==> src/verilog/focb_consts.svh <==
// Purpose: offsets, field positions, reset values and timing counts of the block
// Assumes: 50 MHz pclk, APB byte addressing of one register per word
// Notes: printed offsets are not all multiples of four, so they are kept as indices
`ifndef FOCB_CONSTS_SVH
`define FOCB_CONSTS_SVH
// register indices, byte address is four times the index
`define FOCB_IDX_CFG3 8'h78
`define FOCB_IDX_DUR_STAT 8'h79
`define FOCB_IDX_DUR_LIMIT 8'h7a
`define FOCB_IDX_PULSES 8'h7b
`define FOCB_IDX_CFG4 8'h7d
`define FOCB_IDX_CFG1 8'h40
`define FOCB_IDX_INT_STAT 8'h42
`define FOCB_IDX_INT_MASK 8'h75
// reset values
`define FOCB_RST_CFG3 8'h00
`define FOCB_RST_LIMIT 8'h00
`define FOCB_RST_PULSES 8'h55
`define FOCB_RST_CFG4 8'h00
`define FOCB_RST_CFG1 8'h00
`define FOCB_RST_MASK 8'h00
// field positions
`define FOCB_CFG3_ALERT 0
`define FOCB_CFG3_MON_EN 1
`define FOCB_CFG3_FULL_FAN 2
`define FOCB_CFG3_RAPID 3
`define FOCB_CFG3_CONT_LSB 4
`define FOCB_CFG4_PIN_SEL 1
`define FOCB_CFG1_LOCK 1
`define FOCB_INT_TIMER 5
`define FOCB_CFG4_WMASK 8'h0f
// timing, times in microseconds
`define FOCB_CLK_MHZ 50
`define FOCB_STEP_US 22760
`define FOCB_STEP_CYC (`FOCB_STEP_US * `FOCB_CLK_MHZ)
`define FOCB_FAN_SPEED_INPUT_SLOW_US 1000000
`define FOCB_FAN_SPEED_INPUT_FAST_US 250000
`define FOCB_FAN_SPEED_INPUT_SLOW_CYC (`FOCB_FAN_SPEED_INPUT_SLOW_US * `FOCB_CLK_MHZ)
`define FOCB_FAN_SPEED_INPUT_FAST_CYC (`FOCB_FAN_SPEED_INPUT_FAST_US * `FOCB_CLK_MHZ)
`endif

==> src/verilog/focb_pkg.sv <==
// Purpose: shared types of the fan overtemperature configuration bank
// Assumes: nothing
// Notes: constants live in focb_consts.svh
package focb_pkg;
   typedef logic [7:0] focb_byte_t;
   typedef enum logic [1:0] {FOCB_IDLE, FOCB_ACCESS} focb_apb_e;
endpackage : focb_pkg
==> src/verilog/focb_bank.sv <==
// Purpose: configuration and status bank for fan overtemperature handling
// Assumes: APB slave, 32-bit data, byte address is four times the register index
// Notes: always ready, no wait states; unmapped addresses read zero with pslverr
//   only the duration timer event can set interrupt status, in bit 5
//   once set, the lock bit stays set until reset; it guards cfg1, cfg3 and cfg4
//   duration restarts at 0x01 on each new assertion; after release only a read changes it, clearing bit 0
//
// The APB slave port was chosen for this implementation.
`timescale 1ns/1ps
`include "focb_consts.svh"
module focb_bank
   import focb_pkg::*;
#(
   parameter int unsigned STEP_CYCLES = `FOCB_STEP_CYC,
   parameter int unsigned FAN_SPEED_INPUT_SLOW_CYCLES = `FOCB_FAN_SPEED_INPUT_SLOW_CYC,
   parameter int unsigned FAN_SPEED_INPUT_FAST_CYCLES = `FOCB_FAN_SPEED_INPUT_FAST_CYC
) (
   input wire logic pclk,
   input wire logic presetn,
   input wire logic psel,
   input wire logic penable,
   input wire logic pwrite,
   input wire logic [11:0] paddr,
   input wire logic [31:0] pwdata,
   output logic [31:0] prdata,
   output logic pready,
   output logic pslverr,
   input wire logic overtemp_pin,
   input wire logic overtemp_5v_pin,
   output logic full_fan_force,
   output logic alert_pin_select,
   output logic alert_n_out,
   output logic alert_n_oe,
   output logic irq,
   output logic fan_speed_input_measure_strobe,
   output logic [3:0] continuous_fan_speed_input,
   output logic [7:0] fan_speed_input_pulses_sel
);
   focb_byte_t cfg3_r, limit_r, pulses_r, cfg4_r, cfg1_r, int_stat_r, int_mask_r;
   logic [7:0] duration;
   logic [7:0] run_count;
   logic step_pulse;
   logic overtemp_active;
   logic prev_active_r;
   logic wr_en, rd_en, locked;
   logic [9:0] idx;
   logic timer_event;
   logic [31:0] fan_speed_input_cnt_r;
   logic over_limit_r;
   logic [31:0] rdata_nxt;
   logic err_nxt;
   logic irq_pending;

   // register index decode
   function automatic logic is_reg(input logic [9:0] a, input logic [7:0] reg_idx);
      return a == {2'b00, reg_idx};
   endfunction : is_reg

   assign idx = paddr[11:2];
   assign wr_en = psel && penable && pwrite;
   assign rd_en = psel && penable && !pwrite;
   assign locked = cfg1_r[`FOCB_CFG1_LOCK];

   // overtemperature input taken from the pin chosen by the select bit, gated by enable
   assign overtemp_active = cfg3_r[`FOCB_CFG3_MON_EN] &&
      (cfg4_r[`FOCB_CFG4_PIN_SEL] ? overtemp_5v_pin : overtemp_pin);

   // the input follows the chosen pin only while monitoring is enabled
   monitor_gate_a: assert property (@(posedge pclk) disable iff (!presetn)
      !cfg3_r[`FOCB_CFG3_MON_EN] |-> !overtemp_active)
      else $error("overtemp seen while monitoring off");
   fan_speed_input_pin_route_a: assert property (@(posedge pclk) disable iff (!presetn)
      (cfg3_r[`FOCB_CFG3_MON_EN] && !cfg4_r[`FOCB_CFG4_PIN_SEL]) |->
      overtemp_active == overtemp_pin)
      else $error("overtemp not taken from fan_speed_input pin");
   supply_pin_route_a: assert property (@(posedge pclk) disable iff (!presetn)
      (cfg3_r[`FOCB_CFG3_MON_EN] && cfg4_r[`FOCB_CFG4_PIN_SEL]) |->
      overtemp_active == overtemp_5v_pin)
      else $error("overtemp not taken from supply pin");

   // lock bit, itself written only while clear
   always_ff @(posedge pclk or negedge presetn) begin
      if (!presetn) begin
         cfg1_r <= `FOCB_RST_CFG1;
      end else if (wr_en && is_reg(idx, `FOCB_IDX_CFG1) && !locked) begin
         cfg1_r <= pwdata[7:0];
      end
   end

   // a set lock cannot be undone by software
   lock_holds_a: assert property (@(posedge pclk) disable iff (!presetn)
      locked |=> locked)
      else $error("lock bit cleared");

   // lockable configuration registers
   always_ff @(posedge pclk or negedge presetn) begin
      if (!presetn) begin
         cfg3_r <= `FOCB_RST_CFG3;
         cfg4_r <= `FOCB_RST_CFG4;
      end else if (wr_en && !locked) begin
         if (is_reg(idx, `FOCB_IDX_CFG3)) begin
            cfg3_r <= pwdata[7:0];
         end else if (is_reg(idx, `FOCB_IDX_CFG4)) begin
            cfg4_r <= pwdata[7:0] & `FOCB_CFG4_WMASK;
         end
      end
   end

   // unlocked write lands in the pin select register, unused bits dropped
   cfg4_write_a: assert property (@(posedge pclk) disable iff (!presetn)
      (wr_en && !locked && is_reg(idx, `FOCB_IDX_CFG4)) |=>
      cfg4_r == ($past(pwdata[7:0]) & `FOCB_CFG4_WMASK))
      else $error("pin select write lost");

   // free configuration registers
   always_ff @(posedge pclk or negedge presetn) begin
      if (!presetn) begin
         limit_r <= `FOCB_RST_LIMIT;
         pulses_r <= `FOCB_RST_PULSES;
         int_mask_r <= `FOCB_RST_MASK;
      end else if (wr_en) begin
         if (is_reg(idx, `FOCB_IDX_DUR_LIMIT)) begin
            limit_r <= pwdata[7:0];
         end else if (is_reg(idx, `FOCB_IDX_PULSES)) begin
            pulses_r <= pwdata[7:0];
         end else if (is_reg(idx, `FOCB_IDX_INT_MASK)) begin
            int_mask_r <= pwdata[7:0];
         end
      end
   end

   // limit and pulse writes always land
   limit_write_a: assert property (@(posedge pclk) disable iff (!presetn)
      (wr_en && is_reg(idx, `FOCB_IDX_DUR_LIMIT)) |=> limit_r == $past(pwdata[7:0]))
      else $error("limit write lost");
   pulses_write_a: assert property (@(posedge pclk) disable iff (!presetn)
      (wr_en && is_reg(idx, `FOCB_IDX_PULSES)) |=> pulses_r == $past(pwdata[7:0]))
      else $error("pulses write lost");

   // duration timer
   focb_duration_timer #(
      .STEP_CYCLES(STEP_CYCLES)
   ) u_timer (
      .pclk(pclk),
      .presetn(presetn),
      .overtemp_active(overtemp_active),
      .status_read(rd_en && is_reg(idx, `FOCB_IDX_DUR_STAT)),
      .duration_r(duration),
      .run_count_r(run_count),
      .step_pulse_r(step_pulse)
   );

   // asserted flag: restarts on a rise, cleared by a read when nothing sets it
   read_clear_a: assert property (@(posedge pclk) disable iff (!presetn)
      (rd_en && is_reg(idx, `FOCB_IDX_DUR_STAT) && !(overtemp_active && !prev_active_r) &&
       !(overtemp_active && run_count >= 8'h02)) |=> !duration[0])
      else $error("asserted flag not cleared by read");
   rise_sets_a: assert property (@(posedge pclk) disable iff (!presetn)
      (overtemp_active && !prev_active_r) |=> duration == 8'h01)
      else $error("duration not restarted at assertion");

   // limit event: zero limit fires at assertion, otherwise when count passes limit
   always_ff @(posedge pclk or negedge presetn) begin
      if (!presetn) begin
         prev_active_r <= 1'b0;
         over_limit_r <= 1'b0;
      end else begin
         prev_active_r <= overtemp_active;
         over_limit_r <= 1'b0;
         if (overtemp_active && !prev_active_r && limit_r == 8'h00) begin
            over_limit_r <= 1'b1;
         end else if (overtemp_active && limit_r != 8'h00 && step_pulse &&
                      run_count == limit_r) begin
            over_limit_r <= 1'b1;
         end
      end
   end
   assign timer_event = over_limit_r;

   // count stepping past the limit reaches the status bit two cycles later
   limit_event_a: assert property (@(posedge pclk) disable iff (!presetn)
      (overtemp_active && limit_r != 8'h00 && step_pulse && run_count == limit_r) |=>
      ##1 int_stat_r[`FOCB_INT_TIMER])
      else $error("limit exceeded without event");

   // sticky status, write one to clear, set wins over clear
   always_ff @(posedge pclk or negedge presetn) begin
      if (!presetn) begin
         int_stat_r <= 8'h00;
      end else begin
         if (wr_en && is_reg(idx, `FOCB_IDX_INT_STAT)) begin
            int_stat_r <= int_stat_r & ~pwdata[7:0];
         end
         if (timer_event) begin
            int_stat_r[`FOCB_INT_TIMER] <= 1'b1;
         end
      end
   end

   // status bit holds until a one is written to it
   sticky_hold_a: assert property (@(posedge pclk) disable iff (!presetn)
      (int_stat_r[`FOCB_INT_TIMER] && !(wr_en && is_reg(idx, `FOCB_IDX_INT_STAT) &&
       pwdata[`FOCB_INT_TIMER])) |=> int_stat_r[`FOCB_INT_TIMER])
      else $error("timer status lost without clear");
   w1c_clear_a: assert property (@(posedge pclk) disable iff (!presetn)
      (wr_en && is_reg(idx, `FOCB_IDX_INT_STAT) && pwdata[`FOCB_INT_TIMER] && !timer_event)
      |=> !int_stat_r[`FOCB_INT_TIMER])
      else $error("timer status not cleared");

   // fan_speed_input measurement period strobe
   always_ff @(posedge pclk or negedge presetn) begin
      if (!presetn) begin
         fan_speed_input_cnt_r <= 32'h0;
         fan_speed_input_measure_strobe <= 1'b0;
      end else begin
         fan_speed_input_measure_strobe <= 1'b0;
         if (fan_speed_input_cnt_r >= (cfg3_r[`FOCB_CFG3_RAPID] ? FAN_SPEED_INPUT_FAST_CYCLES - 1 :
                            FAN_SPEED_INPUT_SLOW_CYCLES - 1)) begin
            fan_speed_input_cnt_r <= 32'h0;
            fan_speed_input_measure_strobe <= 1'b1;
         end else begin
            fan_speed_input_cnt_r <= fan_speed_input_cnt_r + 32'h1;
         end
      end
   end

   // strobe is a single-cycle pulse
   strobe_gap_a: assert property (@(posedge pclk) disable iff (!presetn)
      fan_speed_input_measure_strobe |=> !fan_speed_input_measure_strobe)
      else $error("fan_speed_input strobe longer than one cycle");

   // any unmasked status bit, shared by irq and alert
   assign irq_pending = |(int_stat_r & ~int_mask_r);

   // registered control outputs
   always_ff @(posedge pclk or negedge presetn) begin
      if (!presetn) begin
         full_fan_force <= 1'b0;
         alert_pin_select <= 1'b0;
         alert_n_out <= 1'b1;
         alert_n_oe <= 1'b0;
         irq <= 1'b0;
         continuous_fan_speed_input <= 4'h0;
         fan_speed_input_pulses_sel <= `FOCB_RST_PULSES;
      end else begin
         full_fan_force <= cfg3_r[`FOCB_CFG3_FULL_FAN] && overtemp_active;
         alert_pin_select <= cfg3_r[`FOCB_CFG3_ALERT];
         irq <= irq_pending;
         alert_n_out <= 1'b0;
         alert_n_oe <= cfg3_r[`FOCB_CFG3_ALERT] && irq_pending;
         continuous_fan_speed_input <= cfg3_r[7:`FOCB_CFG3_CONT_LSB];
         fan_speed_input_pulses_sel <= pulses_r;
      end
   end

   // control outputs follow their register bits one cycle later
   cont_fan_speed_input_a: assert property (@(posedge pclk) disable iff (!presetn)
      1'b1 |=> continuous_fan_speed_input == $past(cfg3_r[7:`FOCB_CFG3_CONT_LSB]))
      else $error("continuous fan_speed_input bits not passed");
   full_fan_off_a: assert property (@(posedge pclk) disable iff (!presetn)
      !(cfg3_r[`FOCB_CFG3_FULL_FAN] && overtemp_active) |=> !full_fan_force)
      else $error("full fan forced without cause");
   alert_drive_a: assert property (@(posedge pclk) disable iff (!presetn)
      (cfg3_r[`FOCB_CFG3_ALERT] && irq_pending) |=> alert_n_oe && !alert_n_out)
      else $error("alert not driven");

   // read mux
   always_comb begin
      rdata_nxt = 32'h0;
      err_nxt = 1'b0;
      if (is_reg(idx, `FOCB_IDX_CFG3)) begin
         rdata_nxt[7:0] = cfg3_r;
      end else if (is_reg(idx, `FOCB_IDX_DUR_STAT)) begin
         rdata_nxt[7:0] = duration;
      end else if (is_reg(idx, `FOCB_IDX_DUR_LIMIT)) begin
         rdata_nxt[7:0] = limit_r;
      end else if (is_reg(idx, `FOCB_IDX_PULSES)) begin
         rdata_nxt[7:0] = pulses_r;
      end else if (is_reg(idx, `FOCB_IDX_CFG4)) begin
         rdata_nxt[7:0] = cfg4_r;
      end else if (is_reg(idx, `FOCB_IDX_CFG1)) begin
         rdata_nxt[7:0] = cfg1_r;
      end else if (is_reg(idx, `FOCB_IDX_INT_STAT)) begin
         rdata_nxt[7:0] = int_stat_r;
      end else if (is_reg(idx, `FOCB_IDX_INT_MASK)) begin
         rdata_nxt[7:0] = int_mask_r;
      end else begin
         err_nxt = 1'b1;
      end
   end

   // apb answer: registered in setup, presented in access
   always_ff @(posedge pclk or negedge presetn) begin
      if (!presetn) begin
         prdata <= 32'h0;
         pready <= 1'b0;
         pslverr <= 1'b0;
      end else begin
         pready <= psel && !penable;
         pslverr <= psel && !penable && err_nxt;
         prdata <= (psel && !penable && !pwrite) ? rdata_nxt : 32'h0;
      end
   end

   // checks
   lock_blocks_cfg_a: assert property (@(posedge pclk) disable iff (!presetn)
      (locked && wr_en) |=> $stable(cfg3_r) && $stable(cfg4_r))
      else $error("locked config changed");
   full_fan_follow_a: assert property (@(posedge pclk) disable iff (!presetn)
      (cfg3_r[2] && overtemp_active) |=> full_fan_force)
      else $error("full fan not forced");
   flag_on_assert_a: assert property (@(posedge pclk) disable iff (!presetn)
      (overtemp_active && !prev_active_r) |=> duration[0])
      else $error("asserted flag not set");
   zero_limit_irq_a: assert property (@(posedge pclk) disable iff (!presetn)
      (overtemp_active && !prev_active_r && limit_r == 8'h00) |=> ##1 int_stat_r[5])
      else $error("zero limit did not fire");
   early_zero_a: assert property (@(posedge pclk) disable iff (!presetn)
      (run_count < 8'h02 && overtemp_active) |-> duration[7:1] == 7'h00)
      else $error("count moved early");
   saturate_a: assert property (@(posedge pclk) disable iff (!presetn)
      (run_count == 8'hff && !(overtemp_active && !prev_active_r)) |=> run_count == 8'hff)
      else $error("count wrapped");
   mask_gates_irq_a: assert property (@(posedge pclk) disable iff (!presetn)
      int_mask_r[`FOCB_INT_TIMER] |=> !irq && !alert_n_oe)
      else $error("masked irq raised");
   alert_sel_a: assert property (@(posedge pclk) disable iff (!presetn)
      !cfg3_r[0] |=> !alert_n_oe && !alert_pin_select)
      else $error("alert driven while deselected");
   pulses_out_a: assert property (@(posedge pclk) disable iff (!presetn)
      1'b1 |=> fan_speed_input_pulses_sel == $past(pulses_r))
      else $error("pulse fields not passed");
endmodule : focb_bank

==> src/verilog/focb_duration_timer.sv <==
// Purpose: times how long the overtemperature input stays asserted
// Assumes: overtemp input already qualified and synchronous to pclk
// Notes: one step per step_cycles clock cycles
`timescale 1ns/1ps
`include "focb_consts.svh"
module focb_duration_timer
   import focb_pkg::*;
#(
   parameter int unsigned STEP_CYCLES = `FOCB_STEP_CYC
) (
   input wire logic pclk,
   input wire logic presetn,
   input wire logic overtemp_active,
   input wire logic status_read,
   output logic [7:0] duration_r,
   output logic [7:0] run_count_r,
   output logic step_pulse_r
);
   logic [31:0] prescale_r;
   logic prev_active_r;
   // prescaler restarts on each new assertion
   always_ff @(posedge pclk or negedge presetn) begin
      if (!presetn) begin
         prescale_r <= 32'h0;
         step_pulse_r <= 1'b0;
         prev_active_r <= 1'b0;
      end else begin
         prev_active_r <= overtemp_active;
         step_pulse_r <= 1'b0;
         if (!overtemp_active || !prev_active_r) begin
            prescale_r <= 32'h0;
         end else if (prescale_r == STEP_CYCLES - 1) begin
            prescale_r <= 32'h0;
            step_pulse_r <= 1'b1;
         end else begin
            prescale_r <= prescale_r + 32'h1;
         end
      end
   end
   // step count of the current assertion, saturating
   always_ff @(posedge pclk or negedge presetn) begin
      if (!presetn) begin
         run_count_r <= 8'h00;
      end else if (overtemp_active && !prev_active_r) begin
         run_count_r <= 8'h00;
      end else if (step_pulse_r && run_count_r != 8'hff) begin
         run_count_r <= run_count_r + 8'h01;
      end
   end
   // reported duration: flag bit, then full count once two steps passed
   always_ff @(posedge pclk or negedge presetn) begin
      if (!presetn) begin
         duration_r <= 8'h00;
      end else if (overtemp_active && !prev_active_r) begin
         duration_r <= 8'h01;
      end else if (overtemp_active && run_count_r >= 8'h02) begin
         duration_r <= run_count_r;
      end else if (status_read) begin
         duration_r <= {duration_r[7:1], 1'b0};
      end
   end
endmodule : focb_duration_timer

==> config.mk <==
export PLATFORM = sky130hd
export DESIGN_NAME = focb_bank
export DESIGN_NICKNAME = d
export VERILOG_FILES = /design/src/verilog/focb_pkg.sv /design/src/verilog/focb_bank.sv /design/src/verilog/focb_duration_timer.sv
export VERILOG_INCLUDE_DIRS = /design/src /design/src/verilog
export SDC_FILE = /design/constraint.sdc
export NUM_CORES = 1
export LEC_CHECK = 0
export BUFFER_PORTS_ARGS = -buffer_cell sky130_fd_sc_hd__buf_2
export CAP_MARGIN = 30
export CORE_MARGIN = 5
export CORE_UTILIZATION = 40
export DETAILED_ROUTE_END_ITERATION = 16
export PLACE_DENSITY_LB_ADDON = 0.3
export SLEW_MARGIN = 15
export SYNTH_ARGS = -nofsm -noshare
export SYNTH_HDL_FRONTEND = slang
export SYNTH_SLANG_ARGS = --single-unit
==> constraint.sdc <==
create_clock -name pclk -period 4.7 [get_ports pclk]
set_input_delay 0.47 -clock pclk [delete_from_list [all_inputs] [get_ports pclk]]
set_output_delay 0.47 -clock pclk [all_outputs]
set_load 0.02 [all_outputs]
==> impl_metrics.toml <==
[outcome]
run_status = "complete, no violations"

[sta]
tightest_slew_ns = 0.8409
rsz0062_at_grt = "false"
slew_headroom_pct = 43.42
hold_viol_final = 0
slew_viol_final = 0
setup_viol = 0
min_period_over_period_pct = 57.07
max_freq_mhz = 372.8
fin_crit_ns = 2.682
holdWs_ns = 0.1113
skew_ns = 0.007061
tns_ns = 0

[critical_path]
cpPeakStageDelay_ns = 0.67
cp.arrival_ns = 2.99
crit_type = "reg2reg"
worstPathRequired_ns = 5.01
crit_family = "compound AO/OA/AOI/OAI gates"
crit_buf_inv = 1
rrSetupSlack_ns = 2.02
cp_cell_sequence = "ha_1 -> nand2_1 -> nor4_1 -> o2111ai_1 -> o21ai_1 -> buf_4 -> nor2_1"
crit_fanout = 16
crit_slowest_cell = "o21ai_1"
worstSetupStartpointType = "flop"
worst_setup_path_end_kind = "flop"

[clock_tree]
insertion_delay_ns = 0.43
cts_tree = "yes"
clkSinkCount = 163
h-tree-depth = 4
clk_pin_slew_worst_paths_ns = 0.06
cts_setup_buffers = 0
hold_buffers = 0
numCtsBuffers = 17
clock-root-buffer = "clkbuf_16"
cts_resized = 0
cts_buffer_depth = 2

[cells_and_area]
fin_util_pct = 45.70
antennaDiodeCount = 0
final_cell_mix = "154 x dfrtp_1, 89 x nor2_1, 51 x buf_2"
fillerInstances = 1859
largestRegisters = "fan_speed_input_cnt_r (32), u_timer.prescale_r (32)"
drive_gt1_share_pct = 19.23
syn_to_final_growth_pct = 12.82
nets = 851
mostFrequentLayoutCell = "dfrtp_1"

[place]
gp_congestion = 0.8618
place_hpwl_mm = 12.06
port_buffers = 52

[pwr]
power_density_mw_per_mm2 = 323.9
total_power_uw = 2881
vdd_drop_max_mv = 0.2592
p_leak_uw = 0.004068

[floorplanning]
initial_utilization_pct = 40.51
die_x_um = 150.4
rows = 51
dieArea_mm2 = 0.02262
core_mm2 = 0.01946
die_h_um = 150.4
ios = 103

[route]
wirelength_mm = 17.44
wire_per_inst_um = 16.36
drc = 0
viasPerCell = 5.259
via_count = 5606
drt_iter0_markers = 347
drtPass1Iterations = 6
ant_nets = 0

[yosys]
synth-xor-area-share_pct = 7.332
synth_top_cell_by_area = "dfrtp_1"
netlist_instances = 730
syn_area_mm2 = 0.007884
ys_seq_elements = 163
synth_edf_count = 0
synthMuxAreaShare_pct = 7.173
synth_top_family_by_area = "simple AND/OR/NAND/NOR gates"
yosysTopAreaCellShare_pct = 48.88
synthSimpleGateAreaFrac_pct = 18.85
ys.warnings.count = 0
ys_types = 64
yosysSeqAreaShare_pct = 51.88
synth-adder-area-share_pct = 1.904
synth_area_leaders = "dfrtp_1 49%, mux2_2 6.3%, xor2_1 5.3%"
async_flop_share_pct = 100.0
ys.flop_type = "dfrtp_1"
postSynthAreaPerCell_um2 = 10.80
synth-compound-area-share_pct = 7.888

[job]
max_cap_violations = 0

[grt]
grt_use_total_pct = 16.33
grt_first_pass_wirelength_mm = 29.06
gr-total-overflow = 0
grt_antenna_before_repair = 0
grt_pass1_vias = 5605
grt_max_degree = 90

[worst_hold_path]
min_path_type = "in2async"
==> per-stage QoR <==
step	setup slack, ns	area, um^2	instances
after floorplan	2.734	7993	759
after global placement	2.026	8323	1033
after detailed placement	1.971	8338	1034
after CTS	1.958	8895	1066
after global routing	1.715	8895	1066
final	2.018	8895	1066
==> worst reg2reg max path, stage by stage (launching register included) <==
cell	delay (ns)
dfrtp_1	0.50
ha_1	0.36
nand2_1	0.05
nor4_1	0.36
o2111ai_1	0.18
o21ai_1	0.67
buf_4	0.36
nor2_1	0.08
==> metal layers <==
| metal | part of all wire [%] | track usage, % |
|---|---|---|
| met2 | 45 | 24.18 |
| met1 | 48 | 23.52 |
| met5 | 0 | 0 |
| met3 | 5.7 | 3.703 |
| met4 | 2.0 | 5.855 |
==> power by group <==
part | internal, uW | total [uW] | switching, uW
combinational | 32.0 | 130 | 98.3
sequential | 1410 | 1430 | 11.1
clock | 752 | 1320 | 573
total | 2200 | 2880 | 682
==> cell families (layout without fill, tap and decap cells) <==
family | Yosys count | count (layout)
mux | 51 | 51
compound gates | 91 | 91
simple gates | 274 | 274
other cells | 1 | 30
buf+inv | 72 | 114
xor+xnor | 66 | 66
flops | 163 | 163
fa+ha+maj | 12 | 12
==> synthesized netlist by cell type, types with 2 or more instances <==
cell type and n:
o2bb2ai_1 2, inv_1 26, xor2_1 48, a22oi_1 2, a22o_1 9, nor4_4 3, a21oi_1 17, nor2_1 89
or4_1 4, dfrtp_1 154, clkbuf_1 7, and2_1 5, buf_2 9, nand2_1 47, and4b_1 2, and3_1 19
xnor2_1 18, nor3_4 4, a21o_1 3, o22ai_1 4, mux2i_1 7, a32oi_1 2, a32o_1 3, buf_4 28
a221oi_1 3, a211oi_1 5, a222oi_1 3, dfstp_2 9, nand2b_1 4, nor3_1 7, nand3_1 31, nor4_1 14
nand4_1 25, and4_1 3, nor4b_1 2, nor2b_1 3, a31oi_1 4, o21a_1 3, mux2_2 44, ha_1 12
or2_2 3, o21ai_0 21
==> worst paths after layout <==
path	end	depth (start not counted)	start
max	fan_speed_input_cnt_r[2]	7	cfg3_r[3]
min	cfg3_r[4]	1	presetn
max reg2reg	fan_speed_input_cnt_r[2]	7	cfg3_r[3]
min reg2reg	fan_speed_input_pulses_sel[4]	0	pulses_r[4]
max in group asynchronous	fan_speed_input_pulses_sel[2]	2	presetn
min in group pclk	pready	2	penable
==> area by class of cell <==
cell class	count	area [um^2]	share of cell area, %
clock buffer	23	457.9	5.148
clock inverter	9	98.84	1.111
inverter	26	97.59	1.097
multi-input combinational	524	3515	39.51
sequential	163	4090	45.98
tap	265	331.6	3.728
timing repair buffer	56	304.0	3.418
Note: power is estimated with default switching activity, not from simulation.
